## config.mk

```make
export PLATFORM = sky130hd
export DESIGN_NAME = gpm_top
export DESIGN_NICKNAME = d
export VERILOG_FILES = /design/src/gpm_pkg.sv /design/src/gpm_top.sv /design/src/gpm_wp_reg.sv /design/src/gpm_port.sv
export SDC_FILE = /design/constraint.sdc
export NUM_CORES = 1
export LEC_CHECK = 0
export BUFFER_PORTS_ARGS = -buffer_cell sky130_fd_sc_hd__buf_2
export CAP_MARGIN = 20
export CORE_AREA = 5 5 141 197
export DETAILED_ROUTE_END_ITERATION = 8
export DIE_AREA = 0 0 146 202
export HOLD_SLACK_MARGIN = 0.15
export PLACE_DENSITY = 0.84
export SLEW_MARGIN = 20
export SYNTH_ARGS = -nofsm -noshare
export SYNTH_HDL_FRONTEND = slang
export SYNTH_SLANG_ARGS = --single-unit
```

## constraint.sdc

```tcl
create_clock -name pclk -period 3.8 [get_ports pclk]
set_input_delay 0.76 -clock pclk [delete_from_list [all_inputs] [get_ports pclk]]
set_output_delay 0.76 -clock pclk [all_outputs]
set_load 0.05 [all_outputs]
```

## src/gpm_pkg.sv

```systemverilog
// shared constants, field positions and carrier types of the gpio/pin-mux block
// Overview of operation
// - direction bit: 0 input, 1 output
// - lcd select bits give port pins to segments
// - low port0/2 select bits give P0 pairs segments
// - uart pairs on P2 when select bits zero
// - bit6 zero: voltage sense in, apparent pulse out
// - bit7 zero: active and reactive pulse outputs
// - three mux registers writable only when released
// - keypad bits give P1 pins to keyboard
// - port3 select bits give interrupt/timer inputs
// - led bit selects sinking led drive
// - P0, P2, A eight bits; P1, P3 seven
// - led drive only on P0, P1, P3
// - every pin individually input or output
// - keypad enable forces P1 pin input
package gpm_pkg;
   // register indices; byte address is four times the index
   localparam logic [7:0] IDX_P0_DATA = 8'h80;
   localparam logic [7:0] IDX_P1_DATA = 8'h90;
   localparam logic [7:0] IDX_PA_DATA = 8'h93;
   localparam logic [7:0] IDX_PA_DIR = 8'h9B;
   localparam logic [7:0] IDX_P2_DATA = 8'hA0;
   localparam logic [7:0] IDX_P0_DIR = 8'hA1;
   localparam logic [7:0] IDX_P1_DIR = 8'hA2;
   localparam logic [7:0] IDX_P2_DIR = 8'hA3;
   localparam logic [7:0] IDX_P3_DIR = 8'hA4;
   localparam logic [7:0] IDX_P0_LED = 8'hA5;
   localparam logic [7:0] IDX_P1_LED = 8'hA6;
   localparam logic [7:0] IDX_P3_LED = 8'hA7;
   localparam logic [7:0] IDX_KEY_SEL = 8'hAD;
   localparam logic [7:0] IDX_P3_DATA = 8'hB0;
   localparam logic [7:0] IDX_LCD_SEL = 8'hB9;
   localparam logic [7:0] IDX_P02_SEL = 8'hBA;
   localparam logic [7:0] IDX_P3_SEL = 8'hBB;
   // values after reset
   localparam logic [7:0] RST_DATA = 8'h00;
   localparam logic [7:0] RST_DIR = 8'h00;
   localparam logic [7:0] RST_LED = 8'h00;
   localparam logic [7:0] RST_LCD_SEL = 8'h00;
   localparam logic [7:0] RST_P02_SEL = 8'h00;
   localparam logic [7:0] RST_P3_SEL = 8'h00;
   localparam logic [6:0] RST_KEY_SEL = 7'h00;
   // implemented bits of the mux registers
   localparam logic [7:0] MASK_FULL = 8'hFF;
   localparam logic [7:0] MASK_P3_SEL = 8'h7E;
   // field positions of the port0/2 and port3 select registers
   localparam int P02_UART1_BIT = 4;
   localparam int P02_UART0_BIT = 5;
   localparam int P02_LVD_SF_BIT = 6;
   localparam int P02_PULSE_BIT = 7;
   localparam int P3_IRTX_BIT = 1;
   // pins driven by P2 peripheral functions: tx1, tx0, sf, pf, qf
   localparam logic [7:0] P2_FUNC_OE = 8'hE5;
   // documented port widths
   localparam int WIDE_PORT_W = 8;
   localparam int NARROW_PORT_W = 7;
   // drive of one port's pads
   typedef struct packed {
      logic [7:0] out;
      logic [7:0] oe;
      logic [7:0] led;
   } gpm_drv_t;
endpackage : gpm_pkg

```

## src/gpm_top.sv

```systemverilog
// gpio ports P0-P3 and A with pin multiplexing behind an apb slave
//
// The implementer's own choice: the APB interface to the registers.
`timescale 1ns/10ps
module gpm_top
   import gpm_pkg::*;
(
   input wire logic pclk,
   input wire logic presetn,
   input wire logic ce,
   input wire logic psel,
   input wire logic penable,
   input wire logic pwrite,
   input wire logic [11:0] paddr,
   input wire logic [31:0] pwdata,
   output logic [31:0] prdata,
   output logic pready,
   output logic pslverr,
   input wire logic protect_release,
   input wire logic [7:0] p0_pin_in,
   input wire logic [6:0] p1_pin_in,
   input wire logic [7:0] p2_pin_in,
   input wire logic [6:0] p3_pin_in,
   input wire logic [7:0] pa_pin_in,
   input wire logic [39:0] lcd_seg_in,
   input wire logic uart0_tx,
   input wire logic uart1_tx,
   input wire logic active_energy_pulse,
   input wire logic reactive_energy_pulse,
   input wire logic apparent_energy_pulse,
   output gpm_drv_t p0_drv_r,
   output gpm_drv_t p1_drv_r,
   output gpm_drv_t p2_drv_r,
   output gpm_drv_t p3_drv_r,
   output gpm_drv_t pa_drv_r,
   output logic [7:0] lcd_segment_pin_select_r,
   output logic uart0_rx_r,
   output logic uart1_rx_r,
   output logic low_voltage_sense_input_r,
   output logic [6:0] key_in_r,
   output logic ext_interrupt_zero_r,
   output logic ext_interrupt_one_r,
   output logic [2:0] timer_in_r,
   output logic infrared_tx_select_r
);
   // port state from the port modules
   logic [7:0] p0_data, p0_dir, p0_led, p0_sync, p0_rd;
   logic [6:0] p1_data, p1_dir, p1_led, p1_sync;
   logic [7:0] p1_rd;
   logic [7:0] p2_data, p2_dir, p2_led, p2_sync, p2_rd;
   logic [6:0] p3_data, p3_dir, p3_led, p3_sync;
   logic [7:0] p3_rd;
   logic [7:0] pa_data, pa_dir, pa_led, pa_sync, pa_rd;
   logic [7:0] p02_sel;
   logic [7:0] p3_sel;
   logic [6:0] key_sel_r;
   gpm_drv_t p0_nxt, p1_nxt, p2_nxt, p3_nxt, pa_nxt;

   // apb phase decode
   wire acc = psel & penable;
   wire wr_go = ce & acc & pready & pwrite;
   wire addr_ok = (paddr[11:10] == 2'b00) & (paddr[1:0] == 2'b00);
   wire [7:0] idx = paddr[9:2];

   // register hits
   wire hit_p0 = addr_ok & (idx == IDX_P0_DATA);
   wire hit_p1 = addr_ok & (idx == IDX_P1_DATA);
   wire hit_pa = addr_ok & (idx == IDX_PA_DATA);
   wire hit_pad = addr_ok & (idx == IDX_PA_DIR);
   wire hit_p2 = addr_ok & (idx == IDX_P2_DATA);
   wire hit_p0d = addr_ok & (idx == IDX_P0_DIR);
   wire hit_p1d = addr_ok & (idx == IDX_P1_DIR);
   wire hit_p2d = addr_ok & (idx == IDX_P2_DIR);
   wire hit_p3d = addr_ok & (idx == IDX_P3_DIR);
   wire hit_p0l = addr_ok & (idx == IDX_P0_LED);
   wire hit_p1l = addr_ok & (idx == IDX_P1_LED);
   wire hit_p3l = addr_ok & (idx == IDX_P3_LED);
   wire hit_key = addr_ok & (idx == IDX_KEY_SEL);
   wire hit_p3 = addr_ok & (idx == IDX_P3_DATA);
   wire hit_lcd = addr_ok & (idx == IDX_LCD_SEL);
   wire hit_p02 = addr_ok & (idx == IDX_P02_SEL);
   wire hit_p3s = addr_ok & (idx == IDX_P3_SEL);
   wire mapped = hit_p0 | hit_p1 | hit_pa | hit_pad | hit_p2 | hit_p0d |
      hit_p1d | hit_p2d | hit_p3d | hit_p0l | hit_p1l | hit_p3l |
      hit_key | hit_p3 | hit_lcd | hit_p02 | hit_p3s;

   // function masks of ports P0, A, P2 and P3
   wire [7:0] m0 = {{2{p02_sel[3]}}, {2{p02_sel[2]}},
      {2{p02_sel[1]}}, {2{p02_sel[0]}}};
   wire [7:0] ma = {{4{lcd_segment_pin_select_r[1]}},
      {4{lcd_segment_pin_select_r[0]}}};
   wire [7:0] f2 = {{2{~p02_sel[P02_PULSE_BIT]}},
      {2{~p02_sel[P02_LVD_SF_BIT]}},
      {2{~p02_sel[P02_UART0_BIT]}},
      {2{~p02_sel[P02_UART1_BIT]}}};
   wire [7:0] fout2 = {reactive_energy_pulse, active_energy_pulse,
      apparent_energy_pulse, 1'b0, 1'b0, uart0_tx, 1'b0, uart1_tx};
   wire [6:0] f3 = {p3_sel[6:2], 2'b00};

   // read data selection
   wire [7:0] rd8 =
      ({8{hit_p0}} & p0_rd) | ({8{hit_p1}} & p1_rd) |
      ({8{hit_pa}} & pa_rd) | ({8{hit_pad}} & pa_dir) |
      ({8{hit_p2}} & p2_rd) | ({8{hit_p0d}} & p0_dir) |
      ({8{hit_p1d}} & {1'b0, p1_dir}) | ({8{hit_p2d}} & p2_dir) |
      ({8{hit_p3d}} & {1'b0, p3_dir}) | ({8{hit_p0l}} & p0_led) |
      ({8{hit_p1l}} & {1'b0, p1_led}) | ({8{hit_p3l}} & {1'b0, p3_led}) |
      ({8{hit_key}} & {1'b0, key_sel_r}) | ({8{hit_p3}} & p3_rd) |
      ({8{hit_lcd}} & lcd_segment_pin_select_r) |
      ({8{hit_p02}} & p02_sel) | ({8{hit_p3s}} & p3_sel);

   // apb answer: one wait state, error on unmapped address
   always_ff @(posedge pclk or negedge presetn)
   begin
      if (!presetn)
      begin
         pready <= 1'b0;
         pslverr <= 1'b0;
         prdata <= 32'h0000_0000;
      end
      else if (ce)
      begin
         pready <= acc & ~pready;
         pslverr <= acc & ~pready & ~mapped;
         if (acc && !pready)
            prdata <= mapped ? {24'h00_0000, rd8} : 32'h0000_0000;
      end
   end

   // keypad pin select, not write-protected
   always_ff @(posedge pclk or negedge presetn)
   begin
      if (!presetn)
         key_sel_r <= RST_KEY_SEL;
      else if (wr_go && hit_key)
         key_sel_r <= pwdata[6:0];
   end

   // write-protected mux registers
   gpm_wp_reg #(.RST(RST_LCD_SEL), .MASK(MASK_FULL)) u_lcd_sel (
      .pclk(pclk),
      .presetn(presetn),
      .ce(ce),
      .we(wr_go & hit_lcd),
      .release_ok(protect_release),
      .wdata(pwdata[7:0]),
      .q_r(lcd_segment_pin_select_r)
   );
   gpm_wp_reg #(.RST(RST_P02_SEL), .MASK(MASK_FULL)) u_p02_sel (
      .pclk(pclk),
      .presetn(presetn),
      .ce(ce),
      .we(wr_go & hit_p02),
      .release_ok(protect_release),
      .wdata(pwdata[7:0]),
      .q_r(p02_sel)
   );
   gpm_wp_reg #(.RST(RST_P3_SEL), .MASK(MASK_P3_SEL)) u_p3_sel (
      .pclk(pclk),
      .presetn(presetn),
      .ce(ce),
      .we(wr_go & hit_p3s),
      .release_ok(protect_release),
      .wdata(pwdata[7:0]),
      .q_r(p3_sel)
   );

   // the five ports
   gpm_port #(.W(WIDE_PORT_W), .HAS_LED(1'b1)) u_p0 (
      .pclk(pclk), .presetn(presetn), .ce(ce), .wdata(pwdata[7:0]),
      .we_data(wr_go & hit_p0), .we_dir(wr_go & hit_p0d),
      .we_led(wr_go & hit_p0l), .pin_in(p0_pin_in), .force_in(m0),
      .data_r(p0_data), .dir_r(p0_dir), .led_r(p0_led),
      .sync_r(p0_sync), .rd_data(p0_rd)
   );
   gpm_port #(.W(NARROW_PORT_W), .HAS_LED(1'b1)) u_p1 (
      .pclk(pclk), .presetn(presetn), .ce(ce), .wdata(pwdata[7:0]),
      .we_data(wr_go & hit_p1), .we_dir(wr_go & hit_p1d),
      .we_led(wr_go & hit_p1l), .pin_in(p1_pin_in), .force_in(key_sel_r),
      .data_r(p1_data), .dir_r(p1_dir), .led_r(p1_led),
      .sync_r(p1_sync), .rd_data(p1_rd)
   );
   gpm_port #(.W(WIDE_PORT_W), .HAS_LED(1'b0)) u_p2 (
      .pclk(pclk), .presetn(presetn), .ce(ce), .wdata(pwdata[7:0]),
      .we_data(wr_go & hit_p2), .we_dir(wr_go & hit_p2d),
      .we_led(1'b0), .pin_in(p2_pin_in), .force_in(f2),
      .data_r(p2_data), .dir_r(p2_dir), .led_r(p2_led),
      .sync_r(p2_sync), .rd_data(p2_rd)
   );
   gpm_port #(.W(NARROW_PORT_W), .HAS_LED(1'b1)) u_p3 (
      .pclk(pclk), .presetn(presetn), .ce(ce), .wdata(pwdata[7:0]),
      .we_data(wr_go & hit_p3), .we_dir(wr_go & hit_p3d),
      .we_led(wr_go & hit_p3l), .pin_in(p3_pin_in), .force_in(f3),
      .data_r(p3_data), .dir_r(p3_dir), .led_r(p3_led),
      .sync_r(p3_sync), .rd_data(p3_rd)
   );
   gpm_port #(.W(WIDE_PORT_W), .HAS_LED(1'b0)) u_pa (
      .pclk(pclk), .presetn(presetn), .ce(ce), .wdata(pwdata[7:0]),
      .we_data(wr_go & hit_pa), .we_dir(wr_go & hit_pad),
      .we_led(1'b0), .pin_in(pa_pin_in), .force_in(ma),
      .data_r(pa_data), .dir_r(pa_dir), .led_r(pa_led),
      .sync_r(pa_sync), .rd_data(pa_rd)
   );

   // P0: lcd segment pairs or gpio
   assign p0_nxt.out = (m0 & lcd_seg_in[39:32]) | (~m0 & p0_data);
   assign p0_nxt.oe = m0 | p0_dir;
   assign p0_nxt.led = ~m0 & p0_led;

   // P1: keypad enable overrides direction
   assign p1_nxt.out = {1'b0, p1_data};
   assign p1_nxt.oe = {1'b0, p1_dir & ~key_sel_r};
   assign p1_nxt.led = {1'b0, p1_led};

   // P2: uart, voltage sense and pulse functions or gpio
   assign p2_nxt.out = (f2 & fout2) | (~f2 & p2_data);
   assign p2_nxt.oe = (f2 & P2_FUNC_OE) | (~f2 & p2_dir);
   assign p2_nxt.led = 8'h00;

   // P3: interrupt and timer inputs or gpio
   assign p3_nxt.out = {1'b0, p3_data};
   assign p3_nxt.oe = {1'b0, p3_dir & ~f3};
   assign p3_nxt.led = {1'b0, p3_led};

   // port A: lcd segment nibbles or gpio
   assign pa_nxt.out = (ma & lcd_seg_in[7:0]) | (~ma & pa_data);
   assign pa_nxt.oe = ma | pa_dir;
   assign pa_nxt.led = 8'h00;

   // pad drive registers; all pins are inputs during reset, P2 function pins drive once it ends
   always_ff @(posedge pclk or negedge presetn)
   begin
      if (!presetn)
      begin
         p0_drv_r <= '0;
         p1_drv_r <= '0;
         p2_drv_r <= '0;
         p3_drv_r <= '0;
         pa_drv_r <= '0;
      end
      else if (ce)
      begin
         p0_drv_r <= p0_nxt;
         p1_drv_r <= p1_nxt;
         p2_drv_r <= p2_nxt;
         p3_drv_r <= p3_nxt;
         pa_drv_r <= pa_nxt;
      end
   end

   // peripheral inputs; a pin not given to its function reads high
   always_ff @(posedge pclk or negedge presetn)
   begin
      if (!presetn)
      begin
         uart1_rx_r <= 1'b1;
         uart0_rx_r <= 1'b1;
         low_voltage_sense_input_r <= 1'b1;
         key_in_r <= 7'h7F;
         ext_interrupt_zero_r <= 1'b1;
         ext_interrupt_one_r <= 1'b1;
         timer_in_r <= 3'h7;
      end
      else if (ce)
      begin
         uart1_rx_r <= p2_sync[1] | ~f2[1];
         uart0_rx_r <= p2_sync[3] | ~f2[3];
         low_voltage_sense_input_r <= p2_sync[4] | ~f2[4];
         key_in_r <= p1_sync | ~key_sel_r;
         ext_interrupt_zero_r <= p3_sync[2] | ~f3[2];
         ext_interrupt_one_r <= p3_sync[3] | ~f3[3];
         timer_in_r <= p3_sync[6:4] | ~f3[6:4];
      end
   end

   // infrared select is a stored bit of the port3 select register
   assign infrared_tx_select_r = p3_sel[P3_IRTX_BIT];
endmodule : gpm_top

```

## src/gpm_wp_reg.sv

```systemverilog
// write-protected 8-bit configuration register
`timescale 1ns/10ps
module gpm_wp_reg
   import gpm_pkg::*;
#(
   parameter logic [7:0] RST = 8'h00,
   parameter logic [7:0] MASK = 8'hFF
)
(
   input wire logic pclk,
   input wire logic presetn,
   input wire logic ce,
   input wire logic we,
   input wire logic release_ok,
   input wire logic [7:0] wdata,
   output logic [7:0] q_r
);
   // store only while protection is released
   always_ff @(posedge pclk or negedge presetn)
   begin
      if (!presetn)
         q_r <= RST & MASK;
      else if (ce && we && release_ok)
         q_r <= wdata & MASK;
   end
endmodule : gpm_wp_reg

```

## src/gpm_port.sv

```systemverilog
// one gpio port: data latch, direction, led drive and pin synchroniser
`timescale 1ns/10ps
module gpm_port
   import gpm_pkg::*;
#(
   parameter int W = 8,
   parameter bit HAS_LED = 1'b1
)
(
   input wire logic pclk,
   input wire logic presetn,
   input wire logic ce,
   input wire logic [7:0] wdata,
   input wire logic we_data,
   input wire logic we_dir,
   input wire logic we_led,
   input wire logic [W-1:0] pin_in,
   input wire logic [W-1:0] force_in,
   output logic [W-1:0] data_r,
   output logic [W-1:0] dir_r,
   output logic [W-1:0] led_r,
   output logic [W-1:0] sync_r,
   output logic [7:0] rd_data
);
   logic [W-1:0] meta_r;
   wire [W-1:0] eff_dir;
   wire [W-1:0] rd_bits;

   // refuse widths the byte registers cannot hold
   if (W < 1 || W > 8)
      $error("gpm_port: width must be 1 to 8");

   // registers; narrow ports keep no bit7
   always_ff @(posedge pclk or negedge presetn)
   begin
      if (!presetn)
      begin
         data_r <= RST_DATA[W-1:0];
         dir_r <= RST_DIR[W-1:0];
         led_r <= RST_LED[W-1:0];
         meta_r <= '0;
         sync_r <= '0;
      end
      else if (ce)
      begin
         if (we_data)
            data_r <= wdata[W-1:0];
         if (we_dir)
            dir_r <= wdata[W-1:0];
         if (we_led && HAS_LED)
            led_r <= wdata[W-1:0];
         meta_r <= pin_in;
         sync_r <= meta_r;
      end
   end

   // read pin level for inputs, latch for outputs
   assign eff_dir = dir_r & ~force_in;
   assign rd_bits = (eff_dir & data_r) | (~eff_dir & sync_r);
   assign rd_data = 8'(rd_bits);
endmodule : gpm_port

```

==> flow_metrics.tcl, run 1 <==
set metrics [dict create \
    run_status "finished, final reports clean" \
    antenna_found_initial 0 \
    seq_area_frac_synth_pct 54.5 \
    global_route_usage_over_all_layers_pct 31.7 \
    register_share_of_total_power_pct 49.7 \
    cpPeakStageDelay_ns 0.66 \
    cpMaxStageDelayCell "sky130_fd_sc_hd__or4_4" \
    p_sw_mw 2.02 \
    start_util_pct 58.1 \
    async_set_or_reset_flop_fraction_in_the_synthesized_netlist_pct 100 \
    grt_pass1_vias 11591 \
    grtUsageMet3_pct 4.06 \
    rsz0062_at_grt "no" \
    cts_hold_buf 0 \
    power.static_leakage_nw 8.29 \
    grt.met1_usage_pct 39.5 \
    drive_gt1_share_pct 37.8 \
    power.internal_mw 5.43 \
    cts-htree-levels 1 \
    crit_chain "buf_2, or4_4, nor3_4, nand3_4, nor3b_4, mux2_2" \
    maxSlewHeadroom_pct 38.5 \
    detailroute.via_count 11065 \
    max-cap-violations 0 \
    finish.net_count 1618 \
    tightestPinTransition_ns 0.922 \
    finalHoldWorstSlack_ns 0.276 \
    synth.area.top_cells "sky130_fd_sc_hd__dfrtp_1 52%, sky130_fd_sc_hd__mux2_2 17%, sky130_fd_sc_hd__mux2i_1 3.6%, sky130_fd_sc_hd__dfstp_2 2.6%, sky130_fd_sc_hd__buf_4 2.3%" \
    route.antenna.remaining_nets 0 \
    area_taken_by_flip_flops_and_latches_sq_um 8180 \
    avgSynthCellArea_sq_um 11.8 \
    clock-root-buffer "sky130_fd_sc_hd__clkbuf_16" \
    area_overhead_vs_synth_pct 15.5 \
    path_class "in -> reg" \
    pin_count 312 \
    post_cts.repair.setup_buffers 0 \
    finalWirelength_mm 47.2 \
    io_buffer_count 217 \
    synth-main-ff-cell "sky130_fd_sc_hd__dfrtp_1" \
    filler_cell_count 1942 \
    wire_length_of_the_first_global_routing_pass_mm 71.9 \
    die_area_sq_um 29500 \
    detailedRoute.firstPassIterationCount 5 \
    synth.distinct_cells 70 \
    worstSetupStartpointType "input pin" \
    final.setup_skew_ns 0.0113 \
    synthDominantAreaCellType "sky130_fd_sc_hd__dfrtp_1" \
    gp_routability_congestion 0.971 \
    final_core_utilization_pct 67.1 \
    crit_required_ns 4.26 \
    combinational_group_share_of_total_power_pct 11.1 \
    clock_buffer_count_from_cts 30 \
    clk_pin_slew_ns 0.07 \
    die_x_um 146 \
    finalCritPeriodShare_pct 66.6 \
    critical_path.endpoint_type "flop" \
    routedWlPerCell_um 25.8 \
    finalPower_mw 7.45 \
    cts_resized 0 \
    number_of_warnings_issued_by_yosys 0 \
    syn_area_sq_um 15000 \
    worst_hold_path_type "in -> async" \
    switching_fraction_pct 27.1 \
    grtUsageMet2_pct 56.2 \
    cts_sinks 326 \
    ir_drop_uv 382 \
    die_height_um 202 \
    antenna_cells_inserted 0 \
    edff_count_synth 0 \
    multi_input_comb_area_sq_um 6180 \
    dr.first_iter.drc_count 779 \
    detail_placement_hpwl_mm 34.5 \
    finalMaxSlewViolations 0 \
    route.detailed.drc 0 \
    max_freq_ghz 0.395 \
    timing.reg2reg.worst_path_depth 5 \
    grt-ovfl-total 0 \
    gr-max-usage-layer "met2" \
    timing.critical_path.depth 6 \
    detail_route.vias_per_cell 6.04 \
    count_of_endpoints_failing_hold_in_the_final_timing_report 0 \
    fp.coreArea_sq_um 25800 \
    clock_tree_from_tritoncts "yes" \
    synth_top_area_share_pct 51.9 \
    worstPathArrival_ns 2.99 \
    placementRows 70 \
    path_delay_family "simple AND/OR/NAND/NOR gates" \
    tns_ns 0 \
    timing.final.crit_period_ns 2.53 \
    max-clock-path-buffers 3 \
    synth.ff_latch_count 326 \
    path_max_fanout 11 \
    buf_inv_on_cp 1 \
    share_clk_of_total_power_pct 39.2 \
    power_density_nw_per_um2 430 \
    clock_latency_ns 0.58 \
    setup_viol 0 \
    largest_net_degree_at_the_start_of_global_routing 156 \
    synthCells 1269 \
]
-- layout make-up --
type	instances	area share, %
Inverter	50	1.08
Sequential cell	326	47.2
Clock inverter	14	0.700
Tap cell	324	2.34
Timing Repair Buffer	256	8.29
Multi-Input combinational cell	820	35.7
Clock buffer	41	4.74
-- state kept, by name (all words and copies together) (netlist names), 16 cells and up --
register / cells
p0_drv_r: 24
pa_drv_r: 16
p1_drv_r: 21
p2_drv_r: 16
p3_drv_r: 21
-- synth_stat cells (all sizes together), types with 3 or more instances --
cell type,n
nor3,11
nor2b,16
o2bb2ai,6
a2111oi,9
nand2b,22
a22oi,8
a31oi,25
clkbuf,52
dfstp,15
nand4,5
o22ai,9
nand3b,19
o31ai,4
buf,66
o32ai,6
a32oi,4
and3,6
mux2i,54
nand4b,3
mux2,232
inv,49
nand3,26
nor4,6
a211oi,7
nand2,58
a32o,3
and2,4
and3b,3
nor3b,4
dfrtp,311
o21ai,50
nor2,93
a21oi,50
-- layout by cell type, fill, tap and decap left out, types with 9 or more instances in the layout --
master,count
sky130_fd_sc_hd__conb_1,46
sky130_fd_sc_hd__clkbuf_16,30
sky130_fd_sc_hd__a31oi_1,25
sky130_fd_sc_hd__buf_2,215
sky130_fd_sc_hd__buf_4,36
sky130_fd_sc_hd__inv_1,49
sky130_fd_sc_hd__o21ai_0,49
sky130_fd_sc_hd__a2111oi_0,9
sky130_fd_sc_hd__nor2_1,90
sky130_fd_sc_hd__dfrtp_1,311
sky130_fd_sc_hd__nand3b_1,19
sky130_fd_sc_hd__nand3_1,25
sky130_fd_sc_hd__a21oi_1,50
sky130_fd_sc_hd__nor2b_1,16
sky130_fd_sc_hd__nand2b_1,22
sky130_fd_sc_hd__dfstp_2,15
sky130_fd_sc_hd__mux2_2,232
sky130_fd_sc_hd__o22ai_1,9
sky130_fd_sc_hd__mux2i_1,54
sky130_fd_sc_hd__nand2_1,58
-- power by group through the flow --
| stage | sequential [mW] | clock, mW | combinational (mW) |
|---|---|---|---|
| floorplan | 3.87 | 0 | 0.420 |
| global placement | 3.76 | 0 | 0.812 |
| detailed placement | 3.76 | 0 | 0.826 |
| CTS | 3.70 | 2.94 | 0.830 |
| global route | 3.71 | 3.09 | 0.884 |
| finish | 3.70 | 2.92 | 0.829 |
-- final timing paths --
kind / from / slack, ns / end
setup / recovery: paddr[11] / 1.27 / u_lcd_sel.q_r[2]
hold / removal: presetn / 0.28 / u_p1.meta_r[5]
setup reg to reg: u_p3_sel.q_r[3] / 1.56 / prdata[3]
hold reg to reg: u_p1.meta_r[5] / 0.48 / u_p1.sync_r[5]
min in group pclk: p1_pin_in[3] / 0.42 / u_p1.meta_r[3]
max in group asynchronous: presetn / 2.60 / u_p0.sync_r[6]
-- logic make-up (layout without fill, tap and decap cells) --
group / count (synthesis) / in the layout / synth area share, %
AO/OA/AOI/OAI: 196 / 196 / 8.31
XOR/XNOR: 1 / 1 / 0.0584
buffers and inverters: 168 / 361 / 5.50
flip-flops: 326 / 326 / 54.5
multiplexers: 288 / 288 / 21.3
other: 1 / 46 / 0.0250
AND/OR/NAND/NOR: 289 / 289 / 10.3
-- routing by layer --
metal,routed length (um),vias to the layer above
met5,0,-
met3,2710,96
met2,24200,457
li1,-,4878
met1,18200,5634
met4,2090,0
-- worst reg2reg max path, cell delays in order (launching register included) --
cell and delay, ns:
sky130_fd_sc_hd__dfrtp_1 0.48, sky130_fd_sc_hd__nor2b_1 0.25, sky130_fd_sc_hd__mux2i_1 0.60, sky130_fd_sc_hd__o22ai_1 0.26, sky130_fd_sc_hd__a222oi_1 0.34, sky130_fd_sc_hd__a32oi_1 0.17
-- per-stage QoR --
stage	instance area, sq um	worst slack, ns	std cells
2_1_floorplan	15200	1.26	1314
5_1_grt	17300	1.21	1831
6_report	17300	1.27	1831
4_1_cts	17300	1.29	1831
3_3_place_gp	16400	0.715	1776
3_5_place_dp	16400	0.682	1776
Power figures use the tool's default switching activity.
==> run 2: changes to the inputs <==
--- a/config.mk
+++ b/config.mk
@@ -7,11 +7,11 @@
 export LEC_CHECK = 0
 export BUFFER_PORTS_ARGS = -buffer_cell sky130_fd_sc_hd__buf_2
 export CAP_MARGIN = 20
-export CORE_AREA = 5 5 141 197
+export CORE_AREA = 5 5 153 213
 export DETAILED_ROUTE_END_ITERATION = 8
-export DIE_AREA = 0 0 146 202
+export DIE_AREA = 0 0 158 218
 export HOLD_SLACK_MARGIN = 0.15
-export PLACE_DENSITY = 0.84
+export PLACE_DENSITY = 0.76
 export SLEW_MARGIN = 20
 export SYNTH_ARGS = -nofsm -noshare
 export SYNTH_HDL_FRONTEND = slang
==> constraint.sdc (replaced) <==
create_clock -name pclk -period 2.1 [get_ports pclk]
set_input_delay 0.42 -clock pclk [delete_from_list [all_inputs] [get_ports pclk]]
set_output_delay 0.42 -clock pclk [all_outputs]
set_load 0.05 [all_outputs]
==> run 2 against run 1 <==
Non-clock buffer count grew 189. Clock skew hardly changed. Core utilization shrank 3.9 points. Global-route usage decreased by 2.5 points. Clock power rose by 110%. Critical path depth decreased by 3. Sequential share of layout area decreased by 4.8 points. Cell count increased by 14%. Sequential power grew 81%. Combinational power grew 110%. Largest cell class unchanged. Largest power group unchanged.
==> flow_metrics.tcl, run 2 (synthesized netlist as in run 1, its figures left out) <==
set metrics [dict create \
    run_status "finished, final reports clean" \
    setup_viol 0 \
    max-clock-path-buffers 3 \
    worstSetupStartpointType "flop" \
    start_util_pct 49.2 \
    count_of_endpoints_failing_hold_in_the_final_timing_report 0 \
    io_buffer_count 217 \
    fp.coreArea_sq_um 30500 \
    route.antenna.remaining_nets 0 \
    finalCritPeriodShare_pct 96.3 \
    finish.net_count 1808 \
    area_taken_by_flip_flops_and_latches_sq_um 8180 \
    rsz0062_at_grt "no" \
    finalWirelength_mm 50.7 \
    die_x_um 158 \
    detailedRoute.firstPassIterationCount 7 \
    finalHoldWorstSlack_ns 0.163 \
    antenna_found_initial 1 \
    worstPathArrival_ns 1.60 \
    wire_length_of_the_first_global_routing_pass_mm 75.7 \
    worst_hold_path.num_cells 3 \
    placementRows 76 \
    detailroute.via_count 11789 \
    worst_r2r_endpoint "prdata[7]" \
    clock_tree_from_tritoncts "yes" \
    drive_gt1_share_pct 42.2 \
    crit_required_ns 1.68 \
    worst_hold_path_type "in -> reg" \
    path_max_fanout 9 \
    cts-htree-levels 1 \
    global_route_usage_over_all_layers_pct 29.3 \
    detail_placement_hpwl_mm 37.5 \
    largest_registers "p0_drv_r x24, p1_drv_r x21, p3_drv_r x21" \
    grt-ovfl-total 0 \
    rrSetupSlack_ns 0.15 \
    die_height_um 218 \
    routedWlPerCell_um 24.3 \
    launching_instance_or_port_of_the_critical_path "u_lcd_sel.q_r[1]" \
    clk_pin_slew_ns 0.07 \
    power.static_leakage_nw 9.31 \
    final_cell_mix "311 x sky130_fd_sc_hd__dfrtp_1, 231 x sky130_fd_sc_hd__mux2_2, 214 x sky130_fd_sc_hd__buf_2" \
    final.setup_skew_ns 0.0114 \
    cts_sinks 326 \
    detail_route.vias_per_cell 5.64 \
    clock_latency_ns 0.58 \
    largest_net_degree_at_the_start_of_global_routing 140 \
    layout.cells.most_common "sky130_fd_sc_hd__dfrtp_1" \
    tightestPinTransition_ns 0.716 \
    critical_path.reg2reg.startpoint "u_p02_sel.q_r[7]" \
    ir_drop_uv 601 \
    area_overhead_vs_synth_pct 28.5 \
    clock-root-buffer "sky130_fd_sc_hd__clkbuf_16" \
    clock_buffer_count_from_cts 31 \
    maxSlewHeadroom_pct 52.3 \
    critical_path.endpoint_type "output port" \
    dr.first_iter.drc_count 838 \
    multi_input_comb_area_sq_um 6180 \
    timing.final.crit_period_ns 2.02 \
    hold_path.startpoint "lcd_seg_in[0]" \
    timing.reg2reg.worst_path_depth 7 \
    pin_count 312 \
    path_class "reg -> out" \
    gp_routability_congestion 0.980 \
    largest_register_ffs 24 \
    filler_cell_count 2366 \
    registers.top_by_ff_count "p0_drv_r" \
    grt_pass1_vias 12373 \
    min_to "pa_drv_r[16]" \
    max-cap-violations 0 \
    finalMaxSlewViolations 0 \
    final_core_utilization_pct 63.2 \
    max_freq_ghz 0.494 \
    power_density_nw_per_um2 756 \
    die_area_sq_um 34400 \
    route.detailed.drc 0 \
]
run 2: stage by stage:
step	setup slack [ns]	setup TNS (ns)	instance area, sq um	power, mW	cells
floorplan	-0.0267	-0.393	15200	7.77	1314
finish	0.0775	0	19300	14.6	2091
detailed placement	-0.320	-18.74	17600	8.44	1982
global placement	-0.301	-17.77	17600	8.41	1982
global route	0.0419	0	19300	15.1	2089
CTS	0.0620	0	19300	14.7	2089
run 2: repair_timing:
action | CTS | global route
resized for setup | 1 | 0
setup buffers | 0 | 0
endpoints found under the setup margin | 1 | 0
hold endpoints to repair | 94 | 0
hold buffers | 49 | 0
run 2: power breakdown:
| part | total [mW] | internal (mW) | leakage [nW] | switching (mW) |
|---|---|---|---|---|
| sequential | 6.70 | 6.54 | 4.22 | 0.163 |
| combinational | 1.71 | 0.571 | 4.55 | 1.14 |
| clock | 6.17 | 3.64 | 0.540 | 2.52 |
| total | 14.6 | 10.7 | 9.31 | 3.83 |
run 2: cell type report:
cell class / count / share of cell area [%]
diodes: 2 / 0.0260
clock inverters: 19 / 1.43
inverters: 50 / 0.974
well taps: 390 / 2.53
clock buffers: 39 / 4.44
repair buffers: 445 / 16.1
multi-input cells: 820 / 32.1
flip-flops and latches: 326 / 42.4
run 2: worst max-delay path, cell delays in order (launching register included):
cell,delay (ns)
sky130_fd_sc_hd__dfrtp_1,0.45
sky130_fd_sc_hd__buf_4,0.19
sky130_fd_sc_hd__buf_4,0.17
sky130_fd_sc_hd__buf_4,0.21
run 2: worst max path at each step:
| stage | end |
|---|---|
| 2_1_floorplan | u_lcd_sel.q_r[0] |
| 3_3_place_gp | u_p3_sel.q_r[2] |
| 5_1_grt | lcd_segment_pin_select_r[1] |
| 6_report | lcd_segment_pin_select_r[1] |
| 3_5_place_dp | u_p3_sel.q_r[3] |
| 4_1_cts | lcd_segment_pin_select_r[1] |
run 2: routing by layer:
layer	routed length (um)	share of wire (%)	vias up	global-route usage, %
met3	2720	5.4	106	3.06
met1	19400	38	6000	36.2
met2	26400	52	426	52.3
li1	-	-	5255	-
met4	2210	4.3	2	11.3
met5	19	0.037	-	0
==> run 3: changes to the inputs <==
--- a/config.mk
+++ b/config.mk
@@ -5,11 +5,12 @@
 export SDC_FILE = /design/constraint.sdc
 export NUM_CORES = 1
 export LEC_CHECK = 0
+export ABC_AREA = 1
 export BUFFER_PORTS_ARGS = -buffer_cell sky130_fd_sc_hd__buf_2
 export CAP_MARGIN = 20
-export CORE_AREA = 5 5 153 213
+export CORE_AREA = 5 5 151 211
 export DETAILED_ROUTE_END_ITERATION = 8
-export DIE_AREA = 0 0 158 218
+export DIE_AREA = 0 0 156 216
 export HOLD_SLACK_MARGIN = 0.15
 export PLACE_DENSITY = 0.76
 export SLEW_MARGIN = 20
==> run 3 against run 2 <==
Largest cell class unchanged. Critical endpoint is now prdata[3]. Wire length shrank 9.0%. Flip-flop and latch count is the same. Critical path type is now reg -> reg. Setup slack improved by 0.15 ns. Synthesized area is 2.5% lower. Clock power shrank 11%. Non-clock buffer count down 98. Core utilization fell by 3.0 points. Clock skew up 0.0041 ns.
==> flow_metrics.tcl, run 3 <==
set metrics [dict create \
    run_status "finished, final reports clean" \
    die_area_sq_um 33700 \
    crit_required_ns 2.53 \
    max-cap-violations 0 \
    io_buffer_count 217 \
    grt_pass1_vias 12607 \
    detailroute.via_count 13154 \
    clock_buffer_count_from_cts 29 \
    critical_path.most_common_cell "sky130_fd_sc_hd__nand2_1" \
    cts_sinks 326 \
    cpMaxStageDelayCell "sky130_fd_sc_hd__dfrtp_1" \
    cts_resized 0 \
    clock_latency_ns 0.56 \
    largest_registers "p0_drv_r x24, p1_drv_r x21, p3_drv_r x21" \
    yosys-top-cells-count "630 x sky130_fd_sc_hd__nand2_1, 311 x sky130_fd_sc_hd__dfrtp_1, 253 x sky130_fd_sc_hd__o21ai_0" \
    largest_register_ffs 24 \
    cts_hold_buf 50 \
    post_cts.repair.setup_buffers 0 \
    syn_area_sq_um 14600 \
    synthCells 1771 \
    avgSynthCellArea_sq_um 8.26 \
    pre_cts_slack_ns -0.0124 \
    synth_most_common_cell "sky130_fd_sc_hd__nand2_1" \
    cpPeakStageDelay_ns 0.41 \
    finalCritPeriodShare_pct 89.3 \
    clock_tree_from_tritoncts "yes" \
    buf_inv_on_cp 1 \
    final_cell_mix "630 x sky130_fd_sc_hd__nand2_1, 311 x sky130_fd_sc_hd__dfrtp_1, 253 x sky130_fd_sc_hd__o21ai_0" \
    finalMaxSlewViolations 0 \
    synth-main-ff-cell "sky130_fd_sc_hd__dfrtp_1" \
    cts-htree-levels 1 \
    synth_top_area_share_pct 53.2 \
    detailedRoute.firstPassIterationCount 5 \
    setup_viol 0 \
    wire_length_of_the_first_global_routing_pass_mm 71.1 \
    rrSetupSlack_ns 0.23 \
    number_of_warnings_issued_by_yosys 0 \
    tightestPinTransition_ns 0.750 \
    power.static_leakage_nw 9.11 \
    route.detailed.drc 0 \
    synthDominantAreaCellType "sky130_fd_sc_hd__dfrtp_1" \
    max_freq_ghz 0.534 \
    fp.coreArea_sq_um 29700 \
    dr.first_iter.drc_count 1060 \
    worstSetupStartpointType "flop" \
    power_density_nw_per_um2 749 \
    finish.net_count 2200 \
    largest_net_degree_at_the_start_of_global_routing 87 \
    detail_route.vias_per_cell 5.32 \
    share_clk_of_total_power_pct 41.2 \
    die_height_um 216 \
    final_core_utilization_pct 60.2 \
    max-clock-path-buffers 3 \
    drive_gt1_share_pct 19.1 \
    p_sw_mw 3.39 \
    clock-root-buffer "sky130_fd_sc_hd__clkbuf_16" \
    post-route-worst-setup-slack_ns 0.226 \
    pin_count 312 \
    crit_chain "inv_1, nand2_1, nand2_1, o21ai_0, nand3_1, nand2_1, nor2_1, nand3_1, o21ai_0, nand2_1" \
    power.internal_mw 10.0 \
    die_x_um 156 \
    rsz0062_at_grt "no" \
    global_route_usage_over_all_layers_pct 27.0 \
    clk_pin_slew_ns 0.07 \
    register_share_of_total_power_pct 49.1 \
    antenna_cells_inserted 0 \
    placementRows 75 \
    synth.area.top_cells "sky130_fd_sc_hd__dfrtp_1 53%, sky130_fd_sc_hd__nand2_1 16%, sky130_fd_sc_hd__o21ai_0 8.7%, sky130_fd_sc_hd__nand3_1 3.6%, sky130_fd_sc_hd__nor2_1 3.1%" \
    gp_routability_congestion 0.950 \
    seq_area_frac_synth_pct 55.9 \
    area_overhead_vs_synth_pct 22.3 \
    count_of_endpoints_failing_hold_in_the_final_timing_report 0 \
    critical_path.endpoint_type "flop" \
    edff_count_synth 0 \
    route.antenna.remaining_nets 0 \
    final.setup_skew_ns 0.0156 \
    path_class "reg -> reg" \
    layout.cells.most_common "sky130_fd_sc_hd__nand2_1" \
    path_max_fanout 3 \
    antenna_found_initial 0 \
    detail_placement_hpwl_mm 33.6 \
    combinational_group_share_of_total_power_pct 9.7 \
    registers.top_by_ff_count "p0_drv_r" \
    ir_drop_uv 695 \
    start_util_pct 49.2 \
    worstPathArrival_ns 2.30 \
    maxSlewHeadroom_pct 50.0 \
    synth.ff_latch_count 326 \
    grt-ovfl-total 0 \
    path_delay_family "simple AND/OR/NAND/NOR gates" \
    finalWirelength_mm 46.1 \
    async_set_or_reset_flop_fraction_in_the_synthesized_netlist_pct 100 \
    worst_hold_path_type "in -> reg" \
    synth.distinct_cells 32 \
    timing.final.crit_period_ns 1.87 \
    switching_fraction_pct 25.2 \
    routedWlPerCell_um 18.7 \
]
## run 3: metal layers
metal	share of wire (%)	vias up	track usage, %
met5	0	-	0
li1	-	6193	-
met4	4.1	0	9.96
met2	50	544	46.0
met3	6.8	84	3.07
met1	39	6333	35.4
## run 3: worst paths after layout
check | from | to | depth (start not counted)
setup / recovery | key_sel_r[3] | prdata[3] | 10
max in group asynchronous | presetn | key_in_r[1] | 3
hold / removal | p1_pin_in[6] | u_p1.meta_r[6] | 3
min in group asynchronous | presetn | u_lcd_sel.q_r[1] | 2
setup reg to reg | key_sel_r[3] | prdata[3] | 10
hold reg to reg | p3_drv_r[0] | p3_drv_r[0] | 2
## run 3: logic make-up after synthesis
family,synth area share (%)
and+or+nand+nor,25.2
DFF,55.9
AOI/OAI and AO/OA,11.2
buffers and inverters,7.69
muxes,0.0684
other,0.0256
## run 3: worst register-to-register path, stage by stage (launching register included)
cell and delay, ns:
sky130_fd_sc_hd__dfrtp_1 0.41, sky130_fd_sc_hd__inv_1 0.12, sky130_fd_sc_hd__nand2_1 0.12, sky130_fd_sc_hd__nand2_1 0.07, sky130_fd_sc_hd__o21ai_0 0.14, sky130_fd_sc_hd__nand3_1 0.13
sky130_fd_sc_hd__nand2_1 0.06, sky130_fd_sc_hd__nor2_1 0.25, sky130_fd_sc_hd__nand3_1 0.13, sky130_fd_sc_hd__o21ai_0 0.25, sky130_fd_sc_hd__nand2_1 0.08
## run 3: area by class of cell
type	instances	area [sq um]
Clock buffer	41	811
Clock inverter	13	178
Fill cell	2613	11800
Inverter	100	378
Multi-Input combinational cell	1262	5500
Sequential cell	326	8180
Tap cell	385	482
Timing Repair Buffer	347	2380
## run 3: power groups by stage
stage	clock network [mW]	registers [mW]	logic (mW)
5_1_grt	5.84	6.60	1.42
6_report	5.52	6.59	1.30
4_1_cts	5.59	6.58	1.31
3_5_place_dp	0	6.70	1.23
3_3_place_gp	0	6.69	1.21
2_1_floorplan	0	6.80	0.641
## run 3: metrics by stage
step                TNS [ns]  power [mW]  hold WS (ns)  area, sq um  std cells
global route               0        13.9         0.151        17900       2474
floorplan                  0        7.45         0.124        14800       1816
CTS                        0        13.5         0.151        17900       2474
detailed placement   -0.0124        7.93         0.426        16400       2370
global placement     -0.0160        7.91         0.423        16400       2370
finish                     0        13.4         0.155        17900       2474
